$ cat src/hdl/phc_consts.svh
// Purpose: Offsets, field positions and reset values of the highway port.
// Assumes: Byte addresses on a 32-bit classic Wishbone bus.
// Notes:   Definitions only.
`ifndef PHC_CONSTS_SVH
`define PHC_CONSTS_SVH
// ****************************************************************
// Register byte addresses.
// ****************************************************************
`define PHC_ADR_OFD 8'h00
`define PHC_ADR_OFU 8'h04
`define PHC_ADR_CSR 8'h08
`define PHC_ADR_HMR 8'h0C
`define PHC_ADR_OMR 8'h10
`define PHC_ADR_STS 8'h14
`define PHC_ADR_BPF 8'h18
// ****************************************************************
// Reset values.
// ****************************************************************
`define PHC_RST_BYTE 8'h00
`define PHC_RST_BPF  10'h100
// ****************************************************************
// Field positions.
// ****************************************************************
`define PHC_CSR_URE     0
`define PHC_CSR_OFU_LSB 2
`define PHC_CSR_DRE     4
`define PHC_CSR_OFD_LSB 6
`define PHC_HMR_PSM     2
`define PHC_HMR_ALT_INPUT_SEL_LO    3
`define PHC_HMR_ALT_INPUT_SEL_HI    4
`define PHC_HMR_COMPARE_ENABLE_LO    5
`define PHC_HMR_COMPARE_ENABLE_HI    6
`define PHC_OMR_PTL     4
`define PHC_OMR_PSB     5
// ****************************************************************
// Software offset constants per mode, downstream and upstream.
// ****************************************************************
`define PHC_DN_K0 17
`define PHC_DN_K1 33
`define PHC_DN_K2 65
`define PHC_UP_K0 23
`define PHC_UP_K1 47
`define PHC_UP_K2 95
`endif

$ cat src/hdl/phc_pkg.sv
// Purpose: Types shared by the highway port.
// Assumes: Nothing.
// Notes:   Constants live in phc_consts.svh.
package phc_pkg;
  typedef enum logic [1:0] {
    PHC_MODE0 = 2'h0,
    PHC_MODE1 = 2'h1,
    PHC_MODE2 = 2'h2,
    PHC_MODE3 = 2'h3
  } phc_mode_e;
  typedef struct packed {
    logic [7:0] ofd;
    logic [7:0] ofu;
    logic [7:0] csr;
    logic [7:0] hmr;
    logic [7:0] omr;
    logic [9:0] bits_per_frame;
  } phc_cfg_s;
  typedef struct packed {
    logic       bclk;
    logic       fs;
    logic [3:0] rx;
  } phc_pins_s;
endpackage : phc_pkg

$ cat src/hdl/phc_top.sv
// Purpose: Highway port control with frame offsets and line selection.
// Assumes: Single clock rate; pins are asynchronous to clk_sys.
// Notes:   Registers on classic Wishbone, one wait state.
//
// Added by the designer: register access over Wishbone and the placing of the registers.
`timescale 1ns/1ps
`include "phc_consts.svh"
// Behaviour
// - Downstream offset is (marked bit minus 17/33/65 plus frame) mod frame.
// - Upstream offset is (marked bit plus 23/47/95) mod frame.
// - Each logical transmit port sits on one fixed physical pin.
// - Mode 1: lines 0/1 and 2/3 feed logical ports by select bits.
// - Mode 2: select high bit picks line 2 or 3; low ignored.
// - Modes 1 and 2 drive select bits on control pins 1 and 3.
// - Pins 1 and 3 float in modes 1, 2; port 2 unused in 2.
// - Compare enables check lines 0/1 and 2/3 for mismatch.
// - Comparison works in every mode, whatever line is selected.
// - Standby floats all transmit pins, control pins read one except 1 and 3 in modes 1, 2.
// - Standby keeps receiving, comparing and counting.
// - Active pins send upstream data unless slot marked tristate.
// - Test loop routes transmit lines to receivers, ignoring pins.
// - Transmit pins keep driving during the test loop.
// - Sync sampled on falling clock edge at 0, rising at 1.
// - Transmit on rising edge when select is 1, else falling.
// - Receive on falling edge when select is 0, else rising.
module phc_top (
  input  wire logic        clk_sys,
  input  wire logic        sys_rst,
  input  wire logic        ce,
  input  wire logic        wb_cyc,
  input  wire logic        wb_stb,
  input  wire logic        wb_we,
  input  wire logic [7:0]  wb_adr,
  input  wire logic [3:0]  wb_sel,
  input  wire logic [31:0] wb_dat_w,
  output logic      [31:0] wb_dat_r,
  output logic             wb_ack,
  input  wire logic        highway_bit_clock,
  input  wire logic        highway_frame_sync,
  input  wire logic [3:0]  rxd,
  output logic      [3:0]  txd,
  output logic      [3:0]  txd_oe,
  output logic      [3:0]  output_tristate_ctrl_n,
  input  wire logic [3:0]  up_data,
  input  wire logic [3:0]  up_tristate,
  output logic      [3:0]  rx_data,
  output logic             rx_valid,
  output logic             frame_start,
  output logic      [9:0]  up_bit_num,
  output logic      [9:0]  down_bit_num
);
  // ****************************************************************
  // Helpers.
  // ****************************************************************
  function automatic logic [9:0] phc_offset(input logic [7:0] hi,
                                            input logic [1:0] lo,
                                            input logic [1:0] md);
    case (md)
      2'h0:    phc_offset = {hi, 2'h0};
      2'h1:    phc_offset = {hi, lo[1], 1'b0};
      2'h2:    phc_offset = {hi, lo};
      default: phc_offset = {hi, 2'h0};
    endcase
  endfunction : phc_offset

  function automatic logic [7:0] phc_word(input logic [7:0] a);
    phc_word = {a[7:2], 2'b00};
  endfunction : phc_word

  function automatic logic [9:0] phc_step(input logic [9:0] c,
                                          input logic [9:0] n);
    phc_step = (c == n - 10'h001) ? 10'h000 : c + 10'h001;
  endfunction : phc_step

  phc_pkg::phc_cfg_s  cfg_q, cfg_d;
  phc_pkg::phc_pins_s sy1_q, sy2_q;
  phc_pkg::phc_mode_e mode;
  logic [1:0]  flg_q, flg_d, mis_set;
  logic        ack_q, ack_d;
  logic [31:0] rdat_q, rdat_d;
  logic        bclk_q, fs_q, fs_d, rise, fall, fs_edge, fstart;
  logic        tx_edge, rx_edge, sb, loop, alt_input_sel_lo, alt_input_sel_hi;
  logic [9:0]  ofd_full, ofu_full, dcnt_q, dcnt_d, ucnt_q, ucnt_d;
  logic [3:0]  src, sel_rx, port_ok, tri_q, tri_d;
  logic [3:0]  txd_q, txd_d, oe_q, oe_d, tsc_q, tsc_d, rx_q, rx_d;
  logic        rxv_q, fst_q;

  assign mode = phc_pkg::phc_mode_e'(cfg_q.hmr[1:0]);
  assign sb   = cfg_q.omr[`PHC_OMR_PSB];
  assign loop = cfg_q.omr[`PHC_OMR_PTL];
  assign alt_input_sel_lo = cfg_q.hmr[`PHC_HMR_ALT_INPUT_SEL_LO];
  assign alt_input_sel_hi = cfg_q.hmr[`PHC_HMR_ALT_INPUT_SEL_HI];
  assign ofd_full = phc_offset(cfg_q.ofd,
                      cfg_q.csr[`PHC_CSR_OFD_LSB+:2], cfg_q.hmr[1:0]);
  assign ofu_full = phc_offset(cfg_q.ofu,
                      cfg_q.csr[`PHC_CSR_OFU_LSB+:2], cfg_q.hmr[1:0]);

  // ****************************************************************
  // Register file on the bus.
  // ****************************************************************
  always_comb
  begin
    cfg_d  = cfg_q;
    ack_d  = wb_cyc & wb_stb & ~ack_q;
    rdat_d = 32'h0000_0000;
    flg_d  = flg_q | mis_set;
    if (ack_d)
    begin
      case (phc_word(wb_adr))
        `PHC_ADR_OFD: rdat_d[7:0] = cfg_q.ofd;
        `PHC_ADR_OFU: rdat_d[7:0] = cfg_q.ofu;
        `PHC_ADR_CSR: rdat_d[7:0] = cfg_q.csr;
        `PHC_ADR_HMR: rdat_d[7:0] = cfg_q.hmr;
        `PHC_ADR_OMR: rdat_d[7:0] = cfg_q.omr;
        `PHC_ADR_STS: rdat_d[1:0] = flg_q;
        `PHC_ADR_BPF: rdat_d[9:0] = cfg_q.bits_per_frame;
        default:      rdat_d = 32'h0000_0000;
      endcase
      if (wb_we && wb_sel[0])
      begin
        case (phc_word(wb_adr))
          `PHC_ADR_OFD: cfg_d.ofd = wb_dat_w[7:0];
          `PHC_ADR_OFU: cfg_d.ofu = wb_dat_w[7:0];
          `PHC_ADR_CSR: cfg_d.csr = wb_dat_w[7:0];
          `PHC_ADR_HMR: cfg_d.hmr = wb_dat_w[7:0];
          `PHC_ADR_OMR: cfg_d.omr = wb_dat_w[7:0];
          `PHC_ADR_STS: flg_d = (flg_q & ~wb_dat_w[1:0]) | mis_set;
          `PHC_ADR_BPF: cfg_d.bits_per_frame[7:0] = wb_dat_w[7:0];
          default:      cfg_d = cfg_q;
        endcase
      end
      if (wb_we && wb_sel[1] && (phc_word(wb_adr) == `PHC_ADR_BPF))
      begin
        cfg_d.bits_per_frame[9:8] = wb_dat_w[9:8];
      end
    end
  end

  always_ff @(posedge clk_sys)
  begin
    if (sys_rst)
    begin
      cfg_q  <= {{5{`PHC_RST_BYTE}}, `PHC_RST_BPF};
      flg_q  <= 2'h0;
      ack_q  <= 1'b0;
      rdat_q <= 32'h0000_0000;
    end
    else if (ce)
    begin
      cfg_q  <= cfg_d;
      flg_q  <= flg_d;
      ack_q  <= ack_d;
      rdat_q <= rdat_d;
    end
  end

  // ****************************************************************
  // Highway link.
  // ****************************************************************
  always_comb
  begin
    rise    = sy2_q.bclk & ~bclk_q;
    fall    = ~sy2_q.bclk & bclk_q;
    fs_edge = cfg_q.hmr[`PHC_HMR_PSM] ? rise : fall;
    fstart  = fs_edge & sy2_q.fs & ~fs_q;
    fs_d    = fs_edge ? sy2_q.fs : fs_q;
    tx_edge = cfg_q.csr[`PHC_CSR_URE] ? rise : fall;
    rx_edge = cfg_q.csr[`PHC_CSR_DRE] ? rise : fall;
    src     = loop ? txd_q : sy2_q.rx;
    // Comparison looks at physical lines, not the selection.
    mis_set = {2{rx_edge}} & {cfg_q.hmr[`PHC_HMR_COMPARE_ENABLE_HI] & (src[2] ^ src[3]),
               cfg_q.hmr[`PHC_HMR_COMPARE_ENABLE_LO] & (src[0] ^ src[1])};
    case (mode)
      phc_pkg::PHC_MODE1:
      begin
        sel_rx  = {2'h0, alt_input_sel_hi ? src[2] : src[3],
                   alt_input_sel_lo ? src[0] : src[1]};
        port_ok = 4'h5;
      end
      phc_pkg::PHC_MODE2:
      begin
        sel_rx  = {3'h0, alt_input_sel_hi ? src[2] : src[3]};
        port_ok = 4'h1;
      end
      default:
      begin
        sel_rx  = src;
        port_ok = 4'hF;
      end
    endcase
    // Standby leaves the receive path running.
    rx_d   = rx_edge ? sel_rx : rx_q;
    dcnt_d = fstart ? ofd_full :
             (rx_edge ? phc_step(dcnt_q, cfg_q.bits_per_frame) : dcnt_q);
    ucnt_d = fstart ? ofu_full :
             (tx_edge ? phc_step(ucnt_q, cfg_q.bits_per_frame) : ucnt_q);
    txd_d  = tx_edge ? up_data : txd_q;
    tri_d  = tx_edge ? up_tristate : tri_q;
    oe_d   = {4{sb}} & ~tri_d & port_ok;
    tsc_d  = ~oe_d;
    if (mode == phc_pkg::PHC_MODE1 || mode == phc_pkg::PHC_MODE2)
    begin
      tsc_d[1] = alt_input_sel_lo;
      tsc_d[3] = alt_input_sel_hi;
    end
    if (mode == phc_pkg::PHC_MODE2)
    begin
      tsc_d[2] = 1'b1;
    end
  end

  always_ff @(posedge clk_sys)
  begin
    if (sys_rst)
    begin
      sy1_q  <= '0;
      sy2_q  <= '0;
      bclk_q <= 1'b0;
      fs_q   <= 1'b0;
      dcnt_q <= 10'h000;
      ucnt_q <= 10'h000;
      txd_q  <= 4'h0;
      tri_q  <= 4'h0;
      oe_q   <= 4'h0;
      tsc_q  <= 4'hF;
      rx_q   <= 4'h0;
      rxv_q  <= 1'b0;
      fst_q  <= 1'b0;
    end
    else if (ce)
    begin
      sy1_q  <= {highway_bit_clock, highway_frame_sync, rxd};
      sy2_q  <= sy1_q;
      bclk_q <= sy2_q.bclk;
      fs_q   <= fs_d;
      dcnt_q <= dcnt_d;
      ucnt_q <= ucnt_d;
      txd_q  <= txd_d;
      tri_q  <= tri_d;
      oe_q   <= oe_d;
      tsc_q  <= tsc_d;
      rx_q   <= rx_d;
      rxv_q  <= rx_edge;
      fst_q  <= fstart;
    end
  end

  assign wb_ack                 = ack_q;
  assign wb_dat_r               = rdat_q;
  assign txd                    = txd_q;
  assign txd_oe                 = oe_q;
  assign output_tristate_ctrl_n = tsc_q;
  assign rx_data                = rx_q;
  assign rx_valid               = rxv_q;
  assign frame_start            = fst_q;
  assign down_bit_num           = dcnt_q;
  assign up_bit_num             = ucnt_q;
endmodule : phc_top

$ cat config.mk
export PLATFORM = sky130hd
export DESIGN_NAME = phc_top
export DESIGN_NICKNAME = d
export VERILOG_FILES = /design/src/hdl/phc_pkg.sv /design/src/hdl/phc_top.sv
export VERILOG_INCLUDE_DIRS = /design/src /design/src/hdl
export SDC_FILE = /design/constraint.sdc
export NUM_CORES = 1
export LEC_CHECK = 0
export BUFFER_PORTS_ARGS = -buffer_cell sky130_fd_sc_hd__buf_2
export CAP_MARGIN = 20
export CORE_MARGIN = 1
export CORE_UTILIZATION = 35
export DETAILED_ROUTE_END_ITERATION = 16
export GPL_ROUTABILITY_DRIVEN = 0
export GPL_TIMING_DRIVEN = 0
export MAX_ROUTING_LAYER = met4
export PLACE_DENSITY = 0.53
export SLEW_MARGIN = 20
export SYNTH_ARGS = -nofsm -noshare
export SYNTH_HDL_FRONTEND = slang
export SYNTH_SLANG_ARGS = --single-unit
$ cat constraint.sdc
create_clock -name clk_sys -period 2.5 [get_ports clk_sys]
set_input_delay 0.125 -clock clk_sys [delete_from_list [all_inputs] [get_ports clk_sys]]
set_output_delay 0.125 -clock clk_sys [all_outputs]
set_load 0.01 [all_outputs]
-- After elaboration in Yosys (flattened, before gate mapping)
Index checks and enable logic that the tools add are counted.
- muxes and demuxes: 28
- add/sub/neg operators: 3
- bitwise logic cells: 23
- eq/ne operators: 10
- reductions and logical operators: 19
- operator list (operator ; number):
    2-to-1 mux 10 bit ; 7
    case mux 6 bit (6 select lines) ; 1
    AND reduction 4 bit ; 6
    adder 10 x 1 -> 10 bit (second input constant) ; 2
    equality test 10 bit ; 2
    equality test 6 x 3 -> 1 bit (second input constant) ; 3
    case mux 4 bit (2 select lines) ; 2
    case mux 2 bit (7 select lines) ; 1
    equality test 6 x 2 -> 1 bit (second input constant) ; 2
    2-to-1 mux 2 bit ; 5
    AND reduction 2 bit ; 5
    subtractor 10 x 1 -> 10 bit (second input constant) ; 1
    bitwise AND 1 bit ; 8
    bitwise AND 4 bit ; 2
    2-to-1 mux 1 bit ; 8
    2-to-1 mux 4 bit ; 2
    NOT 4 bit ; 2
    case mux 2 bit (2 select lines) ; 2
    equality test 6 x 1 -> 1 bit (second input constant) ; 1
    logical NOT 6 bit ; 1
    bitwise AND 2 bit ; 2
    NOT 1 bit ; 4
    OR 2 bit ; 2
    nonzero test 2 bit ; 2
    other kinds (7) ; 10
- bits of input ports: 64
- register bits after elaboration: 141
- output and inout port bits: 71

-- Logic depth before layout (Yosys ltp)
Gate-level depths: netlist (run 1).
- word-level depth: 9
- mapped depth: 13

-- Worst setup path before layout (run 1)
OpenSTA, ideal clock, no wires.
- path type: reg2reg
- start: register cfg_q[0] (netlist name)
- end: register dcnt_q[1] (netlist: down_bit_num[1])
- clock period less this slack: 2.713 ns
- cell stages (with the launch flop): 13
- library setup time: 0.131 ns
- arrival: 2.582 ns
- data required time: 2.369 ns
- path slack: -0.213 ns
- cell sequence: dfxtp_1 -> clkbuf_1 -> inv_1 -> ha_1 -> buf_4 -> or4b_4 -> buf_6 -> o22ai_1 -> a211o_1 -> nor4_2 -> a31oi_4 -> a221oi_2 -> nor3_1
- longest elaborated chain between the ends: 5
- ends and longest elaborated chain (item ; RTL line ; text):
    start: declaration ; phc_top.sv:75 ; phc_pkg::phc_cfg_s cfg_q, cfg_d;
    start signal: assignment ; phc_top.sv:143 ; cfg_q <= {{5{`PHC_RST_BYTE}}, `PHC_RST_BPF};
    start signal: assignment ; phc_top.sv:150 ; cfg_q <= cfg_d;
    subtractor 10 x 1 -> 10 bit ; phc_top.sv:72 ; phc_step = (c == n - 10'h001) ? 10'h000 : c + 10'h001;
    equality test 10 bit ; phc_top.sv:72 ;
    2-to-1 mux 10 bit ; phc_top.sv:72 ;
    2-to-1 mux 10 bit ; phc_top.sv:194 ; (rx_edge ? phc_step(dcnt_q, cfg_q.bits_per_frame) : dcnt_q);
    2-to-1 mux 10 bit ; phc_top.sv:193 ; dcnt_d = fstart ? ofd_full :
    end signal: assignment ; phc_top.sv:236 ; dcnt_q <= dcnt_d;
    end: declaration ; phc_top.sv:83 ; logic [9:0] ofd_full, ofu_full, dcnt_q, dcnt_d, ucnt_q, ucnt_d;
Every way passes these cells. The select of a mux whose other input is x is not followed.
A chain may end at the register's enable or synchronous reset.

-- Worst setup path in the final report (run 1)
- start: register cfg_q[0] (netlist name)
- end: register ucnt_q[0] (netlist: up_bit_num[0])
- longest elaborated chain between the ends: 5
- ends and longest elaborated chain (item ; RTL line ; text):
    subtractor 10 x 1 -> 10 bit ; phc_top.sv:72 ;
    equality test 10 bit ; phc_top.sv:72 ;
    2-to-1 mux 10 bit ; phc_top.sv:72 ;
    2-to-1 mux 10 bit ; phc_top.sv:196 ; (tx_edge ? phc_step(ucnt_q, cfg_q.bits_per_frame) : ucnt_q);
    2-to-1 mux 10 bit ; phc_top.sv:195 ; ucnt_d = fstart ? ofu_full :
    end signal: assignment ; phc_top.sv:237 ; ucnt_q <= ucnt_d;
    end: declaration ; phc_top.sv:83 ;
Every way passes these cells. The select of a mux whose other input is x is not followed.

==> Implementation_results.wiki, run 1 <==
{| class="wikitable"
! Metric !! Value
|-
| DPL Wire Length || 15.0 mm
|-
| Yosys warning total || 0
|-
| Aggregate global routing overflow || 0
|-
| IO Port Bufs || 83
|-
| Total Power Consumption || 0.00477 W
|-
| Die height || 136 um
|-
| Cell family contributing the most delay on the critical path || simple AND/OR/NAND/NOR gates
|-
| Part of the Yosys area used for sequential elements || 37.7%
|-
| Total wire length || 20.3 mm
|-
| Violated checks || setup timing
|-
| First-pass GRT wire length || 30.6 mm
|-
| CTS buffer count || 17
|-
| PwrDens || 580 nW/um2
|-
| Seq cells post-synth || 119
|-
| Setup slack after layout || -0.155 ns
|-
| Vias in the first global route || 5413
|-
| Die Wd || 136 um
|-
| Maximum number of pins on one net before global-route repair || 17
|-
| Required @ worst endpoint || 2.77 ns
|-
| H-tree levels || 4
|-
| Worst Skew || 0.00735 ns
|-
| Cell area after technology mapping || 6310 um2
|-
| Number of failing setup endpoints in the final timing report || 20
|-
| Routed len/inst || 17.6 um
|-
| Full die area || 18600 um2
|-
| Share of the clock period used by the worst path after layout || 106%
|-
| Static leakage || 3.18 nW
|-
| Critical-path cell with the highest stage delay || or4b_4
|-
| Initial core utilization || 36.1%
|-
| Worst Path Buf+Inv || 4
|-
| Result of the run || finished with violations
|-
| Clock slew seen by the registers of the worst setup and hold paths || 0.06 ns
|-
| Critical path arrival || 2.92 ns
|-
| Count of flip-flops with a built-in enable after synthesis || 0
|-
| Cell breakdown of the critical path || clkbuf_16, clkinv_8, ha_4, or4b_4, buf_8, nor2_4, xnor2_2, nor4_4, a31oi_4, buf_6, a32oi_2, a211oi_1
|-
| Worst relative slew slack || 48.3%
|-
| Area growth from synthesis to final layout || 30.2%
|-
| Unrepaired setup endpoints after global routing || true
|-
| Hold violation count in the final report || 0
|-
| First-pass detailed-route iteration total || 7
|-
| Non-Filler Instances || 1152
|-
| Distinct cell type count of the synthesized netlist || 66
|-
| Worst slack, placed || -0.438 ns
|-
| FF/Latch Area || 2380 um2
|-
| Count of pins on the block boundary || 135
|-
| Final design area excluding fillers || 8220 um2
|-
| Time the worst path needs with I/O delays and setup || 2.65 ns
|-
| Fraction of final layout cells with drive strength greater than 1 || 24.4%
|-
| Number of max-slew violations in the final report || 0
|-
| Post-route worst hold slack || 0.0178 ns
|-
| Clock Root Buffer || clkbuf_16
|-
| Area of the core || 17500 um2
|-
| ANT nets after route || 0
|-
| Sink Count || 119
|-
| Count of placed standard cells including taps || 1095
|-
| MaxCap Viol Count || 0
|-
| Average footprint of a synthesized cell || 8.24 um2
|-
| Maximum buffer depth of the clock tree || 2
|-
| TritonCTS clock tree || yes
|-
| DRT iter0 DRCs || 431
|-
| Antenna violations before repair || 0
|-
| Tightest Hold Check Type || in2reg
|-
| Number of core rows || 48
|-
| Category of the worst setup path capture point || flip-flop
|-
| Latest clock arrival within the worst-skew pair || 0.42 ns
|-
| # DRC || 0
|-
| Async set-or-reset flop fraction in the synthesized netlist || 0%
|-
| Detail-routed via count per cell || 5.28
|-
| Maximum vdd ir drop || 480 uV
|-
| Crit path max fanout || 5
|-
| Placed Instance Area || 7130 um2
|-
| Primary flip-flop cell chosen by synthesis mapping || dfxtp_1
|-
| Antenna diode count || 0
|-
| Kind of critical path || reg2reg
|-
| GRT Util Overall || 23.0%
|-
| Multi-input gate area || 3740 um2
|-
| Slew at the pin closest to its max-slew limit || 0.776 ns
|-
| Worst Setup Start Kind || flip-flop
|-
| Max incr delay on CP || 0.52 ns
|-
| Detailed-route via count || 6087
|-
| Max Clk Rate || 377 MHz
|-
| Synthesized instance count || 766
|-
| Final layout net count || 986
|-
| FILL cells || 1785
|}
synth_stat cells (5+ instances only):
library cell  instances  area [um2]
ha_1                  6        75.1
nor3b_1               5        37.5
or3_1                 6        37.5
mux2_2                5        56.3
xnor2_1              16         140
buf_4                24         180
dfxtp_1             119        2380
o21ai_1               6        30.0
o22ai_1              10        62.6
nor3_1               17        85.1
nand2_1              97         364
nor2_1               78         293
mux2i_1              52         521
xor2_1                6        52.6
nand3_1              50         250
a21oi_1              51         255
inv_1                18        67.6
o21ai_0              16        80.1
mux4_2                6         135
and2_1                7        43.8
and3_1                9        56.3
a31oi_1              17         106
clkbuf_1             40         150
a22oi_1              10        75.1
o211ai_1              5        37.5
nor2b_1               8        50.1
buf_2                 5        25.0
worst register-to-register path: stages, from the launching register on:
cell       delay, ns
dfxtp_2         0.32
clkbuf_16       0.15
clkinv_8        0.04
ha_4            0.13
or4b_4          0.52
buf_8           0.17
nor2_4          0.09
xnor2_2         0.09
nor4_4          0.35
a31oi_4         0.22
buf_6           0.17
a32oi_2         0.14
a211oi_1        0.09
timing repair:
action | 4_1_cts | 5_1_grt
setup endpoints to repair | 20 | 20
setup buffers | 9 | 0
pin swaps | 14 | 20
hold endpoints to repair | 16 | 0
resized for setup | 30 | 31
hold buffers | 16 | 0
gates cloned | 3 | 0
registers in the layout (all words and copies together) (netlist names), 6 cells and up:
name,flops
cfg_q,48
down_bit_num,10
up_bit_num,10
wb_dat_r,10
sy1_q,6
sy2_q,6
final timing paths:
kind / from / end / slack [ns] / depth (start not counted)
worst min register to register: txd_oe[0] / txd_oe[0] / 0.44 / 1
worst max register to register: cfg_q[0] / up_bit_num[0] / -0.15 / 12
worst max-delay path: cfg_q[0] / up_bit_num[0] / -0.15 / 12
worst min-delay path: wb_dat_w[7] / cfg_q[25] / 0.02 / 3
placed cells by master (no fill, tap or decap), types with 18 or more instances in the layout:
cell       netlist  layout
clkbuf_16        0      18
nand2_1         97      92
buf_2            5      87
conb_1           1      22
buf_4           24      29
nand3_1         50      44
clkbuf_1        40      40
mux2i_1         52      52
nor2_1          78      77
a21oi_1         51      50
dfxtp_1        119     118
per-stage QoR:
stage	setup TNS [ns]	utilization, %
2_1_floorplan	-0.0623	-
3_3_place_gp	-6.64	40.8
3_5_place_dp	-6.30	40.8
4_1_cts	-0.767	46.4
5_1_grt	-3.32	47.0
6_report	-1.46	47.0
logic make-up (layout without fill, tap and decap cells):
family,count (synthesis),after routing,share of synthesized area [%]
other,1,22,0.0594
adders and majority gates,6,6,1.19
DFF,119,119,37.7
muxes,63,63,11.3
buffers and inverters,94,234,7.47
and+or+nand+nor,313,313,24.2
AOI/OAI and AO/OA,148,148,15.0
xor gates and xnor gates,22,22,3.05
report_power, final:
group / leakage, nW / switching [W] / internal (W) / total [W]
clock network: 0.287 / 0.000878 / 0.00158 / 0.00246
registers: 0.963 / 0.0000318 / 0.00193 / 0.00196
logic: 1.93 / 0.000205 / 0.000142 / 0.000346
layer usage:
metal,vias to the layer above,global-route usage (%),routed length [um]
li1,2980,-,-
met1,2887,30.2,9280
met2,197,35.7,9520
met3,23,4.21,1230
met4,0,6.79,269
met5,-,-,0
area by class of cell:
| type | count | area share, % |
|---|---|---|
| multi-input combinational | 574 | 45.6 |
| sequential | 119 | 29.0 |
| timing repair buffer | 111 | 8.57 |
| clock buffer | 23 | 6.06 |
| buffer | 74 | 5.16 |
| tap | 225 | 3.43 |
| clock inverter | 7 | 1.14 |
| inverter | 19 | 1.08 |
Note: power is estimated with default switching activity, not from simulation.
==> run 2, diff against run 1 <==
--- a/config.mk
+++ b/config.mk
@@ -14,7 +14,7 @@
 export GPL_ROUTABILITY_DRIVEN = 0
 export GPL_TIMING_DRIVEN = 0
 export MAX_ROUTING_LAYER = met4
-export PLACE_DENSITY = 0.53
+export PLACE_DENSITY = 0.51
 export SLEW_MARGIN = 20
 export SYNTH_ARGS = -nofsm -noshare
 export SYNTH_HDL_FRONTEND = slang
==> constraint.sdc (replaced) <==
create_clock -name clk_sys -period 2.79 [get_ports clk_sys]
set_input_delay 0.1395 -clock clk_sys [delete_from_list [all_inputs] [get_ports clk_sys]]
set_output_delay 0.1395 -clock clk_sys [all_outputs]
set_load 0.01 [all_outputs]
==> run 2 against run 1 <==
Against the previous run: the run now ends clean; register-to-register slack gained 0.22 ns; routed wire length grew 0.34%; power is 12% lower; critical path depth grew 1; non-clock buffer count is the same; sequential share of layout area up 0.85 points; sequential power down 11%; clock power fell by 13%; cell count hardly changed; largest power group unchanged.
==> Implementation_results.wiki, run 2 (same netlist as run 1, synthesis figures left out) <==
{| class="wikitable"
! Metric !! Value
|-
| Result of the run || finished, final reports clean (was finished with violations)
|-
| TritonCTS clock tree || yes (unchanged)
|-
| Sink Count || 119 (unchanged)
|-
| Cell count of the worst reg-to-reg path || 13 (was 12)
|-
| Count of pins on the block boundary || 135 (unchanged)
|-
| Multi-input gate area || 3610 um2 (was 3740 um2)
|-
| Most common library cell in the layout ignoring fill and taps || dfxtp_1 (unchanged)
|-
| Latest clock arrival within the worst-skew pair || 0.42 ns (about the same)
|-
| Count of placed standard cells including taps || 1095 (unchanged)
|-
| Tightest Hold Check Type || in2reg (unchanged)
|-
| Number of core rows || 48 (unchanged)
|-
| Routed len/inst || 17.7 um (was 17.6 um)
|-
| Share of the clock period used by the worst path after layout || 97.5% (was 106%)
|-
| ANT nets after route || 0 (unchanged)
|-
| Clock slew seen by the registers of the worst setup and hold paths || 0.06 ns (about the same)
|-
| Non-Filler Instances || 1151 (was 1152)
|-
| Static leakage || 3.12 nW (was 3.18 nW)
|-
| Vias in the first global route || 5405 (was 5413)
|-
| Hold violation count in the final report || 0 (unchanged)
|-
| Commonest non-fill, non-tap cells in the layout || dfxtp_1, nand2_1, buf_2, nor2_1, mux2i_1 (unchanged)
|-
| Worst Setup Start Kind || flip-flop (unchanged)
|-
| Slew at the pin closest to its max-slew limit || 0.804 ns (was 0.776 ns)
|-
| First-pass GRT wire length || 30.8 mm (was 30.6 mm)
|-
| Maximum vdd ir drop || 412 uV (was 480 uV)
|-
| Initial core utilization || 36.1% (unchanged)
|-
| Time the worst path needs with I/O delays and setup || 2.72 ns (was 2.65 ns)
|-
| Maximum buffer depth of the clock tree || 2 (unchanged)
|-
| Area growth from synthesis to final layout || 26.5% (was 30.2%)
|-
| Aggregate global routing overflow || 0 (unchanged)
|-
| Most flop-heavy register || cfg_q (unchanged)
|-
| Detailed-route via count || 5986 (was 6087)
|-
| PwrDens || 524 nW/um2 (was 580 nW/um2)
|-
| Worst relative slew slack || 46.4% (was 48.3%)
|-
| Cells on Worst Hold Path || 3 (unchanged)
|-
| Worst Skew || 0.00966 ns (was 0.00735 ns)
|-
| Detail-routed via count per cell || 5.20 (was 5.28)
|-
| Full die area || 18600 um2 (unchanged)
|-
| IO Port Bufs || 83 (unchanged)
|-
| Fraction of final layout cells with drive strength greater than 1 || 21.3% (was 24.4%)
|-
| Post-route worst hold slack || 0.0405 ns (was 0.0178 ns)
|-
| Crit path max fanout || 6 (was 5)
|-
| Kind of critical path || reg2reg (unchanged)
|-
| CTS buffer count || 17 (unchanged)
|-
| Area of the core || 17500 um2 (unchanged)
|-
| FF/Latch Area || 2380 um2 (about the same)
|-
| Clock Root Buffer || clkbuf_16 (unchanged)
|-
| FILL cells || 1740 (was 1785)
|-
| MaxCap Viol Count || 0 (unchanged)
|-
| Die Wd || 136 um (unchanged)
|-
| Antenna violations before repair || 0 (unchanged)
|-
| Antenna diode count || 0 (unchanged)
|-
| DPL Wire Length || 15.0 mm (about the same)
|-
| H-tree levels || 4 (unchanged)
|-
| Die height || 136 um (unchanged)
|-
| Number of flip-flops in the largest register || 48 (unchanged)
|-
| DRT iter0 DRCs || 452 (was 431)
|-
| Critical path arrival || 2.99 ns (was 2.92 ns)
|-
| Number of max-slew violations in the final report || 0 (unchanged)
|-
| Total wire length || 20.4 mm (was 20.3 mm)
|-
| Number of failing setup endpoints in the final timing report || 0 (was 20)
|-
| # DRC || 0 (unchanged)
|-
| Required @ worst endpoint || 3.06 ns (was 2.77 ns)
|-
| Final layout net count || 986 (unchanged)
|-
| Max Clk Rate || 368 MHz (was 377 MHz)
|-
| First-pass detailed-route iteration total || 5 (was 7)
|-
| Category of the worst setup path capture point || flip-flop (unchanged)
|-
| Maximum number of pins on one net before global-route repair || 17 (unchanged)
|-
| GRT Util Overall || 23.1% (was 23.0%)
|}
run 2: cell count changes in the layout (fill, tap and decap cells not counted), moves of 3 or more:
cell | previous run | this run
o21ai_2 | 11 | 1
o21ai_0 | 9 | 16
buf_4 | 29 | 34
nand2_1 | 92 | 97
nand2_2 | 5 | 0
nand3_1 | 44 | 49
nand3_2 | 6 | 1
buf_6 | 8 | 4
a41oi_1 | 0 | 3
a41oi_2 | 3 | 0
clkbuf_8 | 5 | 2
o21ai_1 | 2 | 5
run 2: where the power goes:
| group | leakage [nW] | total, W | switching [W] | internal (W) |
|---|---|---|---|---|
| registers | 0.963 | 0.00175 | 0.0000269 | 0.00173 |
| clock network | 0.273 | 0.00213 | 0.000793 | 0.00134 |
| logic | 1.88 | 0.000306 | 0.000181 | 0.000124 |
| total | 3.12 | 0.00419 | 0.00100 | 0.00319 |
run 2: layout make-up:
cell class / count / share of cell area (%)
buffer: 73 / 4.92
tap: 225 / 3.52
timing repair buffer: 112 / 8.52
clock buffer: 20 / 5.72
sequential: 119 / 29.8
clock inverter: 9 / 1.30
multi-input combinational: 574 / 45.2
inverter: 19 / 1.02
run 2: timing repair:
action,in CTS,in global routing
setup buffers,4,8
setup endpoints to repair,20,19
hold endpoints to repair,16,0
pin swaps,5,5
hold buffers,16,0
gates cloned,0,1
gates resized for setup,10,18
run 2: worst paths after layout:
kind | from | endpoint | slack (ns)
worst max-delay path | cfg_q[1] | down_bit_num[0] | 0.07
worst min-delay path | wb_dat_w[7] | cfg_q[25] | 0.04
worst max register to register | cfg_q[1] | down_bit_num[0] | 0.07
worst min register to register | cfg_q[25] | cfg_q[25] | 0.45
run 2: metrics by stage:
stage               TNS [ns]  power, W  util [%]  worst slack, ns  cell area [um2]
floorplan                  0   0.00196         -           0.0769             6390
global placement       -7.36   0.00207      40.6           -0.481             7090
detailed placement     -7.44   0.00207      40.6           -0.522             7090
CTS                        0   0.00420      45.1           0.0238             7880
global route         -0.0263   0.00431      45.7          -0.0235             7990
finish                     0   0.00419      45.7           0.0702             7990
run 2: critical path, cell delays in order, from the launching register on:
cell	delay [ns]
dfxtp_2	0.31
buf_6	0.13
clkinv_4	0.05
ha_4	0.12
or4b_4	0.48
buf_8	0.15
buf_4	0.13
nor3_4	0.13
o221ai_2	0.14
nor4b_4	0.32
a31oi_4	0.22
buf_6	0.17
a32oi_1	0.15
a211oi_1	0.09
run 2: metal layers:
layer | global-route usage, % | vias up | part of all wire [%]
li1 | - | 2978 | -
met1 | 30.0 | 2812 | 46
met2 | 35.8 | 169 | 47
met3 | 4.21 | 27 | 5.5
met4 | 7.72 | 0 | 1.7
met5 | - | - | 0
==> run 3, diff against run 2 <==
--- a/config.mk
+++ b/config.mk
@@ -14,7 +14,7 @@
 export GPL_ROUTABILITY_DRIVEN = 0
 export GPL_TIMING_DRIVEN = 0
 export MAX_ROUTING_LAYER = met4
-export PLACE_DENSITY = 0.51
+export PLACE_DENSITY = 0.56
 export SLEW_MARGIN = 20
 export SYNTH_ARGS = -nofsm -noshare
 export SYNTH_HDL_FRONTEND = slang
==> run 3 against run 2 <==
Against the previous run: final area is essentially flat; critical endpoint is now down_bit_num[1]; highest routed layer unchanged; setup slack gained 0.051 ns; flip-flop and latch count is the same; critical path type unchanged.
==> Implementation_results.wiki, run 3 (same netlist as run 1, synthesis figures left out) <==
{| class="wikitable"
! Metric !! Value
|-
| Non-Filler Instances || 1146 (was 1151)
|-
| Final core utilization || 45.7% (about the same)
|-
| First-pass detailed-route iteration total || 7 (was 5)
|-
| Result of the run || finished, final reports clean (unchanged)
|-
| Static leakage || 3.09 nW (was 3.12 nW)
|-
| Clock slew seen by the registers of the worst setup and hold paths || 0.06 ns (about the same)
|-
| Required @ worst endpoint || 3.07 ns (was 3.06 ns)
|-
| FILL cells || 1789 (was 1740)
|-
| Antenna violations before repair || 0 (unchanged)
|-
| First-pass GRT wire length || 31.0 mm (was 30.8 mm)
|-
| Critical path arrival || 2.94 ns (was 2.99 ns)
|-
| Detailed-route via count || 6090 (was 5986)
|-
| GRT Util Overall || 23.0% (was 23.1%)
|-
| Most common library cell in the layout ignoring fill and taps || dfxtp_1 (unchanged)
|-
| Total wire length || 20.2 mm (was 20.4 mm)
|-
| PwrDens || 528 nW/um2 (was 524 nW/um2)
|-
| Vias in the first global route || 5478 (was 5405)
|-
| Full die area || 18600 um2 (unchanged)
|-
| Number of failing setup endpoints in the final timing report || 0 (unchanged)
|-
| Die height || 136 um (unchanged)
|-
| CTS buffer count || 17 (unchanged)
|-
| Aggregate global routing overflow || 0 (unchanged)
|-
| Number of flip-flops in the largest register || 48 (unchanged)
|-
| Time the worst path needs with I/O delays and setup || 2.67 ns (was 2.72 ns)
|-
| Kind of critical path || reg2reg (unchanged)
|-
| TritonCTS clock tree || yes (unchanged)
|-
| ANT nets after route || 0 (unchanged)
|-
| Worst Setup Start Kind || flip-flop (unchanged)
|-
| Unrepaired setup endpoints after global routing || false
|-
| Slew at the pin closest to its max-slew limit || 0.756 ns (was 0.804 ns)
|-
| Worst Skew || 0.00923 ns (was 0.00966 ns)
|-
| Hold violation count in the final report || 0 (unchanged)
|-
| Commonest non-fill, non-tap cells in the layout || dfxtp_1, nand2_1, buf_2, nor2_1, mux2i_1 (unchanged)
|-
| H-tree levels || 4 (unchanged)
|-
| # DRC || 0 (unchanged)
|-
| Maximum number of pins on one net before global-route repair || 17 (unchanged)
|-
| Max Clk Rate || 375 MHz (was 368 MHz)
|-
| Area growth from synthesis to final layout || 26.6% (was 26.5%)
|-
| Routed len/inst || 17.7 um (about the same)
|-
| Number of max-slew violations in the final report || 0 (unchanged)
|-
| Final layout net count || 979 (was 986)
|-
| Detail-routed via count per cell || 5.31 (was 5.20)
|-
| Count of placed standard cells including taps || 1095 (unchanged)
|-
| Initial core utilization || 36.1% (unchanged)
|-
| Latest clock arrival within the worst-skew pair || 0.42 ns (about the same)
|-
| DPL Wire Length || 14.9 mm (was 15.0 mm)
|-
| Tightest Hold Check Type || in2reg (unchanged)
|-
| Antenna diode count || 0 (unchanged)
|-
| Area of the core || 17500 um2 (unchanged)
|-
| Number of core rows || 48 (unchanged)
|-
| IO Port Bufs || 83 (unchanged)
|-
| Share of the clock period used by the worst path after layout || 95.6% (was 97.5%)
|-
| DRT iter0 DRCs || 494 (was 452)
|-
| Maximum vdd ir drop || 407 uV (was 412 uV)
|-
| Category of the worst setup path capture point || flip-flop (unchanged)
|-
| Count of pins on the block boundary || 135 (unchanged)
|-
| Sink Count || 119 (unchanged)
|-
| Worst relative slew slack || 49.6% (was 46.4%)
|-
| Most flop-heavy register || cfg_q (unchanged)
|-
| Maximum buffer depth of the clock tree || 2 (unchanged)
|-
| Fraction of final layout cells with drive strength greater than 1 || 21.6% (was 21.3%)
|-
| Critical path launch point || cfg_q[0] (was cfg_q[1])
|-
| Die Wd || 136 um (unchanged)
|-
| FF-to-FF Start || cfg_q[0] (was cfg_q[1])
|-
| Start point of the worst hold path || up_tristate[3] (was wb_dat_w[7])
|-
| Clock Root Buffer || clkbuf_16 (unchanged)
|-
| MaxCap Viol Count || 0 (unchanged)
|-
| Crit path max fanout || 6 (unchanged)
|}
[run 3: layout make-up]
class	count	area [um2]	share of cell area, %
Multi-Input combinational cell	574	3640	45.6
Sequential cell	119	2380	29.8
Timing Repair Buffer	103	611	7.64
Clock buffer	19	453	5.67
Buffer	75	417	5.21
Tap cell	225	282	3.52
Clock inverter	12	128	1.60
Inverter	19	78.8	0.986
[run 3: worst max-delay path: stages (launching register included)]
cell,delay (ns)
dfxtp_2,0.33
clkbuf_8,0.14
inv_6,0.06
ha_4,0.12
buf_6,0.09
or4b_4,0.47
buf_6,0.15
nor3_4,0.16
o221ai_2,0.11
nor4b_2,0.31
a31oi_4,0.21
a221oi_2,0.30
nor3_1,0.07
[run 3: worst paths after layout]
kind                                   endpoint  slack, ns  depth (start not counted)
worst max-delay path            down_bit_num[1]       0.12                         12
worst min-delay path                   tri_q[3]      0.007                          3
worst max register to register  down_bit_num[1]       0.12                         12
worst min register to register         tri_q[2]       0.45                          2
[run 3: where the power goes]
group	switching [W]	total (W)	leakage (nW)	internal, W
sequential	0.0000270	0.00175	0.963	0.00173
clock	0.000813	0.00216	0.277	0.00135
combinational	0.000181	0.000305	1.85	0.000124
[run 3: layer usage]
layer | part of all wire, % | track usage, % | up-vias | wire length [um]
met5 | 0 | - | - | 0
met3 | 6.1 | 4.21 | 28 | 1230
met1 | 46 | 30.5 | 2889 | 9260
met4 | 1.7 | 8.02 | 0 | 340
met2 | 47 | 34.9 | 210 | 9420
li1 | - | - | 2963 | -
[run 3: timing repair]
action                     4_1_cts  5_1_grt
pin swaps                        7       10
hold endpoints to repair        15        0
setup endpoints to repair       20       20
hold buffers                    15        0
buffers inserted                 4        0
gates cloned                     1        0
resized for setup                9       23
[run 3: stage by stage]
stage	setup WS, ns	hold slack [ns]	instance area (um2)	setup TNS [ns]	total power, W
finish	0.121	0.00736	7990	0	0.00422
global route	0.00825	0.0353	7990	0	0.00435
CTS	0.00146	0.00124	7880	0	0.00423
detailed placement	-0.468	0.350	7090	-6.96	0.00207
global placement	-0.461	0.359	7090	-7.00	0.00207
floorplan	0.0769	0.257	6390	0	0.00196
